`config.mk`:
```
export PLATFORM = sky130hd
export DESIGN_NAME = ppsm_top
export DESIGN_NICKNAME = d
export VERILOG_FILES = /design/src/verilog/ppsm_pkg.sv /design/src/verilog/ppsm_if.sv /design/src/verilog/ppsm_sync.sv /design/src/verilog/ppsm_top.sv /design/src/verilog/ppsm_wake_det.sv
export SDC_FILE = /design/constraint.sdc
export NUM_CORES = 1
export LEC_CHECK = 0
export BUFFER_PORTS_ARGS = -buffer_cell sky130_fd_sc_hd__buf_2
export CAP_MARGIN = 20
export CORE_ASPECT_RATIO = 0.5
export CORE_MARGIN = 3
export CORE_UTILIZATION = 45
export DETAILED_ROUTE_END_ITERATION = 10
export GPL_TIMING_DRIVEN = 0
export PLACE_DENSITY = 0.71
export SLEW_MARGIN = 0
export SYNTH_ARGS = -nofsm -noshare
export SYNTH_HDL_FRONTEND = slang
export SYNTH_SLANG_ARGS = --single-unit
```
`constraint.sdc`:
```
create_clock -name ref_clk_i -period 1.4 [get_ports ref_clk_i]
set_input_delay 0 -clock ref_clk_i [delete_from_list [all_inputs] [get_ports ref_clk_i]]
set_output_delay 0 -clock ref_clk_i [all_outputs]
set_load 0.005 [all_outputs]
```
`src/verilog/ppsm_pkg.sv`:
```
/*
 Package for the PCI power-state manager: state encodings, register
 offsets, field positions and timing constants.
 Assumes nothing beyond a SystemVerilog compiler.
*/
package ppsm_pkg;
   // ==========================================================
   // Power states
   typedef enum logic [2:0] {
      PPSM_D0_UNINIT,
      PPSM_D0_ACTIVE,
      PPSM_D1,
      PPSM_D2,
      PPSM_D3
   } ppsm_state_e;

   // ==========================================================
   // Configuration space offsets (byte addresses)
   localparam logic [7:0] PM_CAP_OFFSET = 8'hde;
   localparam logic [7:0] PMCSR_OFFSET = 8'he0;
   localparam logic [7:0] PM_DRIVER_OFFSET = 8'he4;
   localparam logic [7:0] CSR_BAR_OFFSET = 8'h10;
   localparam logic [7:0] IO_BAR_OFFSET = 8'h14;
   localparam logic [7:0] MEM_BAR_OFFSET = 8'h18;

   // ==========================================================
   // Field positions
   localparam int PMCSR_STATE_LSB = 0;
   localparam int PMCSR_PME_EN_BIT = 8;
   localparam int PMCSR_PME_STS_BIT = 15;
   localparam int PM_DRV_DEEP_EN_BIT = 0;
   localparam int PM_CAP_D3COLD_BIT = 15;

   // Power-state field codes
   localparam logic [1:0] PS_D0 = 2'h0;
   localparam logic [1:0] PS_D1 = 2'h1;
   localparam logic [1:0] PS_D2 = 2'h2;
   localparam logic [1:0] PS_D3 = 2'h3;

   // Capability value without aux power; aux adds the D3cold bit
   localparam logic [15:0] PM_CAP_BASE = 16'h7e21;
   localparam logic [15:0] PM_DRV_RESET = 16'h0001;

   // ==========================================================
   // Timing
   localparam int CLK_PERIOD_PS = 5000;
   localparam int STANDBY_IDLE_NS = 1000;
   localparam int STANDBY_IDLE_CYC =
      (STANDBY_IDLE_NS * 1000) / CLK_PERIOD_PS;
endpackage

```
`src/verilog/ppsm_if.sv`:
```
/*
 Interface carrying link-facing events between the state core and the
 wake detector.
 Assumes both modules share ref_clk_i.
*/
`timescale 1ns/1ps
interface ppsm_wake_if;
   logic link_valid;
   logic packet_hit;
   logic arm;
   logic link_only;
   logic wake;
   modport core (output arm, output link_only, input wake,
                 output link_valid, output packet_hit);
   modport det (input arm, input link_only, output wake,
                input link_valid, input packet_hit);
endinterface

```
`src/verilog/ppsm_sync.sv`:
```
/*
 Two-flop synchroniser for a bundle of asynchronous pin levels.
 Assumes the inputs are levels held for more than two clocks.
*/
`timescale 1ns/1ps
module ppsm_sync #(
   parameter int WIDTH = 1
) (
   input wire logic ref_clk_i,
   input wire logic arst_n_i,
   input wire logic [WIDTH-1:0] d_i,
   output logic [WIDTH-1:0] q_o
);
   logic [WIDTH-1:0] meta_reg;

   // ==========================================================
   // Synchroniser; first stage feeds only the second
   always_ff @(posedge ref_clk_i or negedge arst_n_i) begin
      if (!arst_n_i) begin
         meta_reg <= '0;
         q_o <= '0;
      end else begin
         meta_reg <= d_i;
         q_o <= meta_reg;
      end
   end
endmodule

```
`src/verilog/ppsm_top.sv`:
```
/*
 PCI power-state manager top. Tracks the uninitialized and active full
 power substates and D1, D2 and D3, gates bus mastering, interrupts
 and slave decode, raises the wake event, controls link-down deep
 power-down and reports the aux strap in the capability register.
 Assumes configuration accesses arrive as one-cycle strobes on
 ref_clk_i, and pins listed as async are synchronised here.
*/
// Behaviour
// PCI reset enters uninitialized full power
// Uninitialized: slave access and wake supported
// BAR programming moves to active state
// Host keeps bus clock above 16 MHz
// Host may stop clock via clock-run
// Active: self-managed invisible dynamic standby
// D1: no bus mastering, no interrupts
// D1: config access only, ignore memory/IO
// D1: keep link, detect wake, assert event
// D2 link down: deep mode, watch link-up
// Deep mode stops idle and integrity pulses
// Driver register bit enables deep mode
// D3 behaves like D2, bus unpowered
// Events disabled: no wake, no link upkeep
// Active: wake on link status change
// D1/D2/D3 wake rules by link validity
// Sample aux strap during either reset
// Strap alters capability register contents
// Alternate reset low initializes device
// Wake only when event enable set
// Init on reset level; D3 on trailing
// Software power-state field selects state
`timescale 1ns/1ps
module ppsm_top #(
   parameter int IDLE_CYCLES = ppsm_pkg::STANDBY_IDLE_CYC
) (
   input wire logic ref_clk_i,
   input wire logic arst_n_i,
   input wire logic pci_rst_n_i,
   input wire logic alt_power_on_reset_n_i,
   input wire logic flash_addr_aux_strap_i,
   input wire logic link_valid_i,
   input wire logic packet_hit_i,
   input wire logic cfg_wr_i,
   input wire logic cfg_rd_i,
   input wire logic [7:0] cfg_addr_i,
   input wire logic [15:0] cfg_wdata_i,
   input wire logic bus_busy_i,
   output logic [15:0] cfg_rdata_o,
   output logic [2:0] power_state_o,
   output logic mem_io_decode_en_o,
   output logic bus_master_en_o,
   output logic irq_en_o,
   output logic link_keepalive_o,
   output logic deep_power_down_o,
   output logic standby_o,
   output logic device_init_o,
   output logic pme_n_o,
   output logic pme_oe_o,
   output logic aux_power_sense_o
);
   initial begin
      if (IDLE_CYCLES < 1) begin
         $error("IDLE_CYCLES must be at least one");
      end
   end

   // ==========================================================
   // Pin synchronisers
   logic pci_rst_n_s, alt_rst_n_s, strap_s, link_s, pkt_s;
   ppsm_sync #(.WIDTH(5)) u_sync (
      .ref_clk_i(ref_clk_i),
      .arst_n_i(arst_n_i),
      .d_i({pci_rst_n_i, alt_power_on_reset_n_i,
            flash_addr_aux_strap_i, link_valid_i, packet_hit_i}),
      .q_o({pci_rst_n_s, alt_rst_n_s, strap_s, link_s, pkt_s})
   );

   ppsm_wake_if wif ();
   assign wif.link_valid = link_s;
   // Packet hits only count in low-power states
   assign wif.packet_hit = pkt_s && is_low(state_reg);

   ppsm_wake_det u_det (
      .ref_clk_i(ref_clk_i),
      .arst_n_i(arst_n_i),
      .w(wif.det)
   );

   ppsm_pkg::ppsm_state_e state_reg, state_next;
   logic pci_rst_prev_reg;
   logic pme_en_reg, pme_sts_reg;
   logic deep_en_reg;
   logic aux_reg;
   logic in_d3, in_low, reset_init, pci_rst_trail;
   logic wr_pmcsr, wr_bar, clr_sts;
   logic [$clog2(IDLE_CYCLES+1)-1:0] idle_cnt_reg;

   // Is the given state a low-power one
   function automatic logic is_low(ppsm_pkg::ppsm_state_e s);
      return (s == ppsm_pkg::PPSM_D1) || (s == ppsm_pkg::PPSM_D2) ||
             (s == ppsm_pkg::PPSM_D3);
   endfunction

   // ==========================================================
   // Reset qualification
   always_ff @(posedge ref_clk_i or negedge arst_n_i) begin
      if (!arst_n_i) begin
         pci_rst_prev_reg <= 1'b0;
      end else begin
         pci_rst_prev_reg <= pci_rst_n_s;
      end
   end

   assign in_d3 = (state_reg == ppsm_pkg::PPSM_D3);
   assign in_low = is_low(state_reg);
   assign pci_rst_trail = pci_rst_n_s && !pci_rst_prev_reg;
   // D3 waits for PCI reset release; other states, and alt reset, init on the level
   assign reset_init = !alt_rst_n_s ||
                       (!in_d3 && !pci_rst_n_s) ||
                       (in_d3 && pci_rst_trail);

   // Config write decode
   always_comb begin
      wr_pmcsr = 1'b0;
      wr_bar = 1'b0;
      if (!cfg_wr_i) begin
         wr_pmcsr = 1'b0;
      end else if (cfg_addr_i == ppsm_pkg::PMCSR_OFFSET) begin
         wr_pmcsr = 1'b1;
      end else if (cfg_addr_i == ppsm_pkg::CSR_BAR_OFFSET ||
                   cfg_addr_i == ppsm_pkg::IO_BAR_OFFSET ||
                   cfg_addr_i == ppsm_pkg::MEM_BAR_OFFSET) begin
         wr_bar = 1'b1;
      end
   end

   assign clr_sts = wr_pmcsr && cfg_wdata_i[ppsm_pkg::PMCSR_PME_STS_BIT];

   // ==========================================================
   // Power state machine
   always_comb begin
      state_next = state_reg;
      case (state_reg)
         ppsm_pkg::PPSM_D0_UNINIT: begin
            if (wr_bar) begin
               state_next = ppsm_pkg::PPSM_D0_ACTIVE;
            end
         end
         default: begin
            state_next = state_reg;
         end
      endcase
      if (wr_pmcsr) begin
         case (cfg_wdata_i[ppsm_pkg::PMCSR_STATE_LSB +: 2])
            ppsm_pkg::PS_D1: state_next = ppsm_pkg::PPSM_D1;
            ppsm_pkg::PS_D2: state_next = ppsm_pkg::PPSM_D2;
            ppsm_pkg::PS_D3: state_next = ppsm_pkg::PPSM_D3;
            default: begin
               if (in_low) begin
                  state_next = ppsm_pkg::PPSM_D0_ACTIVE;
               end
            end
         endcase
      end
   end

   always_ff @(posedge ref_clk_i or negedge arst_n_i) begin
      if (!arst_n_i) begin
         state_reg <= ppsm_pkg::PPSM_D0_UNINIT;
      end else if (reset_init) begin
         state_reg <= ppsm_pkg::PPSM_D0_UNINIT;
      end else begin
         state_reg <= state_next;
      end
   end

   // ==========================================================
   // Event enable and driver register; enable survives PCI reset
   always_ff @(posedge ref_clk_i or negedge arst_n_i) begin
      if (!arst_n_i) begin
         pme_en_reg <= 1'b0;
      end else if (!alt_rst_n_s) begin
         pme_en_reg <= 1'b0;
      end else if (wr_pmcsr) begin
         pme_en_reg <= cfg_wdata_i[ppsm_pkg::PMCSR_PME_EN_BIT];
      end
   end

   always_ff @(posedge ref_clk_i or negedge arst_n_i) begin
      if (!arst_n_i) begin
         deep_en_reg <= ppsm_pkg::PM_DRV_RESET[ppsm_pkg::PM_DRV_DEEP_EN_BIT];
      end else if (reset_init) begin
         deep_en_reg <= ppsm_pkg::PM_DRV_RESET[ppsm_pkg::PM_DRV_DEEP_EN_BIT];
      end else if (cfg_wr_i &&
                   cfg_addr_i == ppsm_pkg::PM_DRIVER_OFFSET) begin
         deep_en_reg <= cfg_wdata_i[ppsm_pkg::PM_DRV_DEEP_EN_BIT];
      end
   end

   // Strap sampled while either reset is held
   always_ff @(posedge ref_clk_i or negedge arst_n_i) begin
      if (!arst_n_i) begin
         aux_reg <= 1'b0;
      end else if (!pci_rst_n_s || !alt_rst_n_s) begin
         aux_reg <= strap_s;
      end
   end

   // ==========================================================
   // Wake arming; deep mode listens for link-up only
   logic deep_mode;
   assign deep_mode = (state_reg == ppsm_pkg::PPSM_D2 || in_d3) &&
                      !link_s && deep_en_reg;
   assign wif.arm = pme_en_reg;
   // Low-power state with link lost: link-up only, no packet filter
   assign wif.link_only = !link_s && in_low;

   logic wake_ev;
   assign wake_ev = wif.wake;

   // Status: set beats clear
   always_ff @(posedge ref_clk_i or negedge arst_n_i) begin
      if (!arst_n_i) begin
         pme_sts_reg <= 1'b0;
      end else if (!alt_rst_n_s) begin
         pme_sts_reg <= 1'b0;
      end else if (wake_ev) begin
         pme_sts_reg <= 1'b1;
      end else if (clr_sts) begin
         pme_sts_reg <= 1'b0;
      end
   end

   // ==========================================================
   // Dynamic standby: idle counter, invisible to software
   always_ff @(posedge ref_clk_i or negedge arst_n_i) begin
      if (!arst_n_i) begin
         idle_cnt_reg <= '0;
      end else if (state_reg != ppsm_pkg::PPSM_D0_ACTIVE ||
                   bus_busy_i) begin
         idle_cnt_reg <= '0;
      end else if (idle_cnt_reg != IDLE_CYCLES[$bits(idle_cnt_reg)-1:0]) begin
         idle_cnt_reg <= idle_cnt_reg + 1'b1;
      end
   end

   // ==========================================================
   // Registered outputs
   always_ff @(posedge ref_clk_i or negedge arst_n_i) begin
      if (!arst_n_i) begin
         power_state_o <= 3'h0;
         mem_io_decode_en_o <= 1'b0;
         bus_master_en_o <= 1'b0;
         irq_en_o <= 1'b0;
         link_keepalive_o <= 1'b0;
         deep_power_down_o <= 1'b0;
         standby_o <= 1'b0;
         device_init_o <= 1'b1;
         pme_n_o <= 1'b1;
         pme_oe_o <= 1'b0;
         aux_power_sense_o <= 1'b0;
      end else begin
         power_state_o <= state_reg;
         // D0 serves memory/IO; low states config only
         mem_io_decode_en_o <= !in_low;
         bus_master_en_o <= state_reg == ppsm_pkg::PPSM_D0_ACTIVE;
         irq_en_o <= !in_low;
         link_keepalive_o <= !deep_mode &&
                             (!in_low || pme_en_reg);
         deep_power_down_o <= deep_mode;
         standby_o <= idle_cnt_reg ==
                      IDLE_CYCLES[$bits(idle_cnt_reg)-1:0];
         device_init_o <= reset_init;
         pme_n_o <= !(pme_sts_reg && pme_en_reg);
         pme_oe_o <= pme_sts_reg && pme_en_reg;
         aux_power_sense_o <= aux_reg;
      end
   end

   // Config read data
   always_ff @(posedge ref_clk_i or negedge arst_n_i) begin
      if (!arst_n_i) begin
         cfg_rdata_o <= 16'h0000;
      end else if (!cfg_rd_i) begin
         cfg_rdata_o <= cfg_rdata_o;
      end else if (cfg_addr_i == ppsm_pkg::PM_CAP_OFFSET) begin
         cfg_rdata_o <= ppsm_pkg::PM_CAP_BASE |
                        ({15'h0000, aux_reg} << ppsm_pkg::PM_CAP_D3COLD_BIT);
      end else if (cfg_addr_i == ppsm_pkg::PMCSR_OFFSET) begin
         cfg_rdata_o <= {pme_sts_reg, 6'h00, pme_en_reg, 6'h00,
                         power_code(state_reg)};
      end else if (cfg_addr_i == ppsm_pkg::PM_DRIVER_OFFSET) begin
         cfg_rdata_o <= {15'h0000, deep_en_reg};
      end else begin
         cfg_rdata_o <= 16'h0000;
      end
   end

   // Map internal state to the two-bit field
   function automatic logic [1:0] power_code(ppsm_pkg::ppsm_state_e s);
      case (s)
         ppsm_pkg::PPSM_D1: return ppsm_pkg::PS_D1;
         ppsm_pkg::PPSM_D2: return ppsm_pkg::PS_D2;
         ppsm_pkg::PPSM_D3: return ppsm_pkg::PS_D3;
         default: return ppsm_pkg::PS_D0;
      endcase
   endfunction
endmodule

```
`src/verilog/ppsm_wake_det.sv`:
```
/*
 Wake-event detector: link status change and packet hits.
 Assumes synchronised link inputs and an arm level from the core.
*/
`timescale 1ns/1ps
module ppsm_wake_det (
   input wire logic ref_clk_i,
   input wire logic arst_n_i,
   ppsm_wake_if.det w
);
   logic link_prev_reg;
   logic link_change;

   // ==========================================================
   // Previous link level for change detection
   always_ff @(posedge ref_clk_i or negedge arst_n_i) begin
      if (!arst_n_i) begin
         link_prev_reg <= 1'b0;
      end else begin
         link_prev_reg <= w.link_valid;
      end
   end

   // Change in either direction is a candidate event
   assign link_change = w.link_valid ^ link_prev_reg;

   // A low-power state with the link lost only listens for link returning
   always_comb begin
      if (!w.arm) begin
         w.wake = 1'b0;
      end else if (w.link_only) begin
         w.wake = link_change && w.link_valid;
      end else begin
         w.wake = link_change || w.packet_hit;
      end
   end
endmodule
```
==> impl_metrics.csv <==
group,metric,value,unit
run_status,run_status,"finished with violations",
run_status,violations,"negative setup slack",
setup_path,timing.setup.critical_path_class,"reg -> reg",
floorplan,top_level_port_count,63,
final_layout,register_area,1109,um^2
setup_path,cp_max_fo,4,
timing,final_cycle_share,1.015,
floorplan,fp.dieW,98.87,um
setup_path,start_kind,"flip-flop",
drt,route.detailed.vias_per_inst,4.937,
global_routing,first_pass_grt_wire_length,6.168,mm
placed_design,gp_routability_congestion,0.8032,
floorplan,core-area,4024,um^2
clock_network,tritoncts,"done",
timing,worst_slew_margin_rel,0.3844,
timing,final-max-slew-violation-count,0,
global_routing,maximum_number_of_pins_on_one_net_before_global_route_repair,45,
floorplan,die_y,52.44,um
synthesis,number_of_flops_mapped_to_enable_cells_by_yosys,0,
setup_path,critPathRequiredTime,1590,ps
worst_hold_path,min_to,"idle_cnt_reg[2]",
final_layout,post_route_cells_drive_above_1_share,0.4056,
final_layout,largest_register_ff_count,8,
final_layout,synthesis_to_finish_area_growth,33.59,%
clock_network,cts_buffers,5,
setup_path,r2r_cells,6,
synthesis,synth_cells,172,
synthesis,average_instance_area_after_synthesis,11.28,um^2
pwr,comb_power_share,0.061,
final_layout,multi_input_area,745.7,um^2
pwr,internal_power,1.893,mW
clock_network,cts.root.buffer_cell,"sky130_fd_sc_hd__clkbuf_8",
floorplan,initial_utilization,0.4823,
clock_network,clkLatencyLatePin,300,ps
placed_design,place.port_buffers,44,
timing,finalSetupViolCount,1,
global_routing,globalRouteTotalUtil,0.1535,
pwr,part_of_the_power_in_registers,0.540,
synthesis,synth.distinct_cells,45,
final_layout,layout.filler_cells,315,
worst_hold_path,min_path_cells,3,
clock_network,clk_transition_reported_paths,80,ps
pwr,total_switching_power,529.0,uW
synthesis,yosys_warnings,0,
worst_hold_path,hold_path.startpoint,"bus_busy_i",
synthesis,synth_ff_type,"sky130_fd_sc_hd__dfrtp_1",
final_layout,num-nets-final,288,
timing,hold_violations,0,
drt,firstDrtPassIters,5,
drt,route.detailed.drc,0,
timing,clock_skew,8.847,ps
setup_path,reg2reg_to,"idle_cnt_reg[1]",
drt,final_antenna_net_count,0,
pwr,p_clk_frac,0.399,
worst_hold_path,worst_hold_path_type,"in -> reg",
clock_network,cts-htree-levels,2,
setup_path,worst_setup_path_end_kind,"flip-flop",
global_routing,gr-total-overflow,0,
drt,vias_after_detailed_routing,1496,
pwr,p_leak,1.278,nW
timing,timing.setup.tns,-20.70,ps
timing,setup_repair_after_global_routing_missed_its_margin,"yes",
synthesis,synth.ff_latch_count,44,
synthesis,post_synth_instance_area,1941,um^2
final_layout,insertedDiodeCount,0,
clock_network,clock_tree.buffer_depth,2,
pwr,power.total,2.422,mW
floorplan,rows,16,
timing,period_needed,1421,ps
clock_network,clock-sinks,44,
timing,worst_pin_slew,923.5,ps
pwr,power-per-cell-area,934.2,nW/um^2
timing,post_route_setup_slack,-20.70,ps
floorplan,die_area,5184,um^2
synthesis,yosysSeqAreaShare,0.5693,
drt,wl_per_cell,13.26,um
drt,detailedRoute.firstIterationViolations,62,
setup_path,worst-endpoint-arrival,1610,ps
setup_path,rrSetupSlack,-20,ps
timing,maxClockFrequency,0.7039,GHz
global_routing,antenna_violations_before_repair,0,
pwr,vdd_drop_max,0.4147,mV
global_routing,vias_in_the_first_global_route,1353,
synthesis,async_flop_share,1.000,
pwr,p_sw_frac,0.2184,
run,cap_viol_max_count,0,
placed_design,post-dp-hpwl,2.671,mm
drt,total_routed_length,4.018,mm
setup_path,reg_to_reg_start,"idle_cnt_reg[0]",
cell type report:
cell class,count,area share
well taps,54,0.02606
clock inverters,3,0.01641
clock buffers,5,0.02654
multi-input cells,104,0.2876
repair buffers,67,0.1607
flip-flops and latches,44,0.4276
inverters,13,0.01882
plain buffers,13,0.03620
cells in the final DEF, fill, tap and decap left out, types with 2 or more instances in the layout:
cell type and n:
sky130_fd_sc_hd__nor3b_2 2, sky130_fd_sc_hd__buf_4 26, sky130_fd_sc_hd__mux2i_1 3, sky130_fd_sc_hd__inv_2 3, sky130_fd_sc_hd__nor3_1 2, sky130_fd_sc_hd__buf_2 44, sky130_fd_sc_hd__a21oi_2 3, sky130_fd_sc_hd__o22ai_1 3
sky130_fd_sc_hd__nand4b_1 2, sky130_fd_sc_hd__nand3_1 8, sky130_fd_sc_hd__inv_1 10, sky130_fd_sc_hd__nand2_1 10, sky130_fd_sc_hd__ha_1 4, sky130_fd_sc_hd__xnor2_1 3, sky130_fd_sc_hd__nor2b_1 2, sky130_fd_sc_hd__a21oi_1 2
sky130_fd_sc_hd__dfstp_2 3, sky130_fd_sc_hd__nor2_1 12, sky130_fd_sc_hd__xor2_1 4, sky130_fd_sc_hd__dlygate4sd3_1 8, sky130_fd_sc_hd__conb_1 5, sky130_fd_sc_hd__nand3b_1 6, sky130_fd_sc_hd__dfrtp_2 3, sky130_fd_sc_hd__dfrtp_1 38
sky130_fd_sc_hd__clkbuf_8 5, sky130_fd_sc_hd__nand2b_1 3, sky130_fd_sc_hd__and3_1 3, sky130_fd_sc_hd__o21ai_0 4
worst max-delay path by stage:
stage / startpoint / endpoint / slack [ps] / depth (start not counted)
final: idle_cnt_reg[0] / idle_cnt_reg[1] / -20 / 6
after global routing: idle_cnt_reg[0] / idle_cnt_reg[1] / -60 / 6
after CTS: idle_cnt_reg[4] / idle_cnt_reg[1] / 3 / 4
after detailed placement: idle_cnt_reg[0] / idle_cnt_reg[1] / -60 / 6
after global placement: idle_cnt_reg[0] / idle_cnt_reg[1] / -20 / 6
after floorplan: idle_cnt_reg[0] / idle_cnt_reg[2] / 40 / 6
Yosys cell counts (4+ instances only):
cell type | n | share of area
sky130_fd_sc_hd__nor2_1 | 12 | 0.023
sky130_fd_sc_hd__nand2_1 | 11 | 0.021
sky130_fd_sc_hd__dfrtp_1 | 41 | 0.53
sky130_fd_sc_hd__o21ai_0 | 4 | 0.010
sky130_fd_sc_hd__inv_1 | 12 | 0.023
sky130_fd_sc_hd__a21oi_1 | 5 | 0.013
sky130_fd_sc_hd__ha_1 | 6 | 0.039
sky130_fd_sc_hd__xor2_1 | 4 | 0.018
sky130_fd_sc_hd__nand3_1 | 8 | 0.021
sky130_fd_sc_hd__buf_4 | 12 | 0.046
sky130_fd_sc_hd__nand3b_1 | 6 | 0.023
layer usage:
metal,global-route usage,routed length [um],part of all wire,vias to the layer above
met3,0.04914,293,0.073,7
met2,0.2578,1920,0.48,60
met1,0.1943,1754,0.44,710
li1,-,-,-,719
met5,0,0,0,-
met4,0.04082,50,0.012,0
power by group through the flow:
stage	logic [mW]	clock network (mW)	registers, mW
6_report	0.148	0.967	1.31
5_1_grt	0.167	1.03	1.31
4_1_cts	0.148	0.972	1.31
3_5_place_dp	0.131	0	1.33
3_3_place_gp	0.127	0	1.33
2_1_floorplan	0.0534	0	1.33
critical path, stage by stage, from the launching register on:
cell and delay, ps:
sky130_fd_sc_hd__dfrtp_1 400, sky130_fd_sc_hd__inv_2 80, sky130_fd_sc_hd__ha_4 140, sky130_fd_sc_hd__nand2_4 50, sky130_fd_sc_hd__nor4_4 330, sky130_fd_sc_hd__mux2i_1 240, sky130_fd_sc_hd__nor2_1 70
cell families (layout without fill, tap and decap cells):
logic type | after synthesis | count (layout) | share of synthesized area
flip-flops | 44 | 44 | 0.5693
XOR/XNOR | 7 | 7 | 0.03159
other | 1 | 5 | 0.001932
multiplexers | 3 | 3 | 0.01547
AND/OR/NAND/NOR | 62 | 62 | 0.1934
AO/OA/AOI/OAI | 21 | 21 | 0.07157
adder cells (fa/ha/maj) | 6 | 6 | 0.03868
buffers and inverters | 28 | 101 | 0.07801
stage by stage:
step	hold WS, ps	setup WS (ps)	cell area [um^2]	cells	utilization
6_report	23.03	-20.70	2592	303	0.6443
5_1_grt	31.61	-63.09	2592	303	0.6443
4_1_cts	44.20	3.409	2474	293	0.6147
3_5_place_dp	109.4	-63.30	2243	274	0.5575
3_3_place_gp	108.2	-23.95	2243	274	0.5575
2_1_floorplan	-295.6	43.37	1956	176	-
what timing repair did:
item | in CTS | in global routing
pin swaps | 2 | 4
setup buffers | 5 | 10
resized for setup | 4 | 13
hold buffers | 8 | 0
hold endpoints to repair | 48 | 0
setup endpoints to repair | 13 | 13
Power figures use the tool's default switching activity.
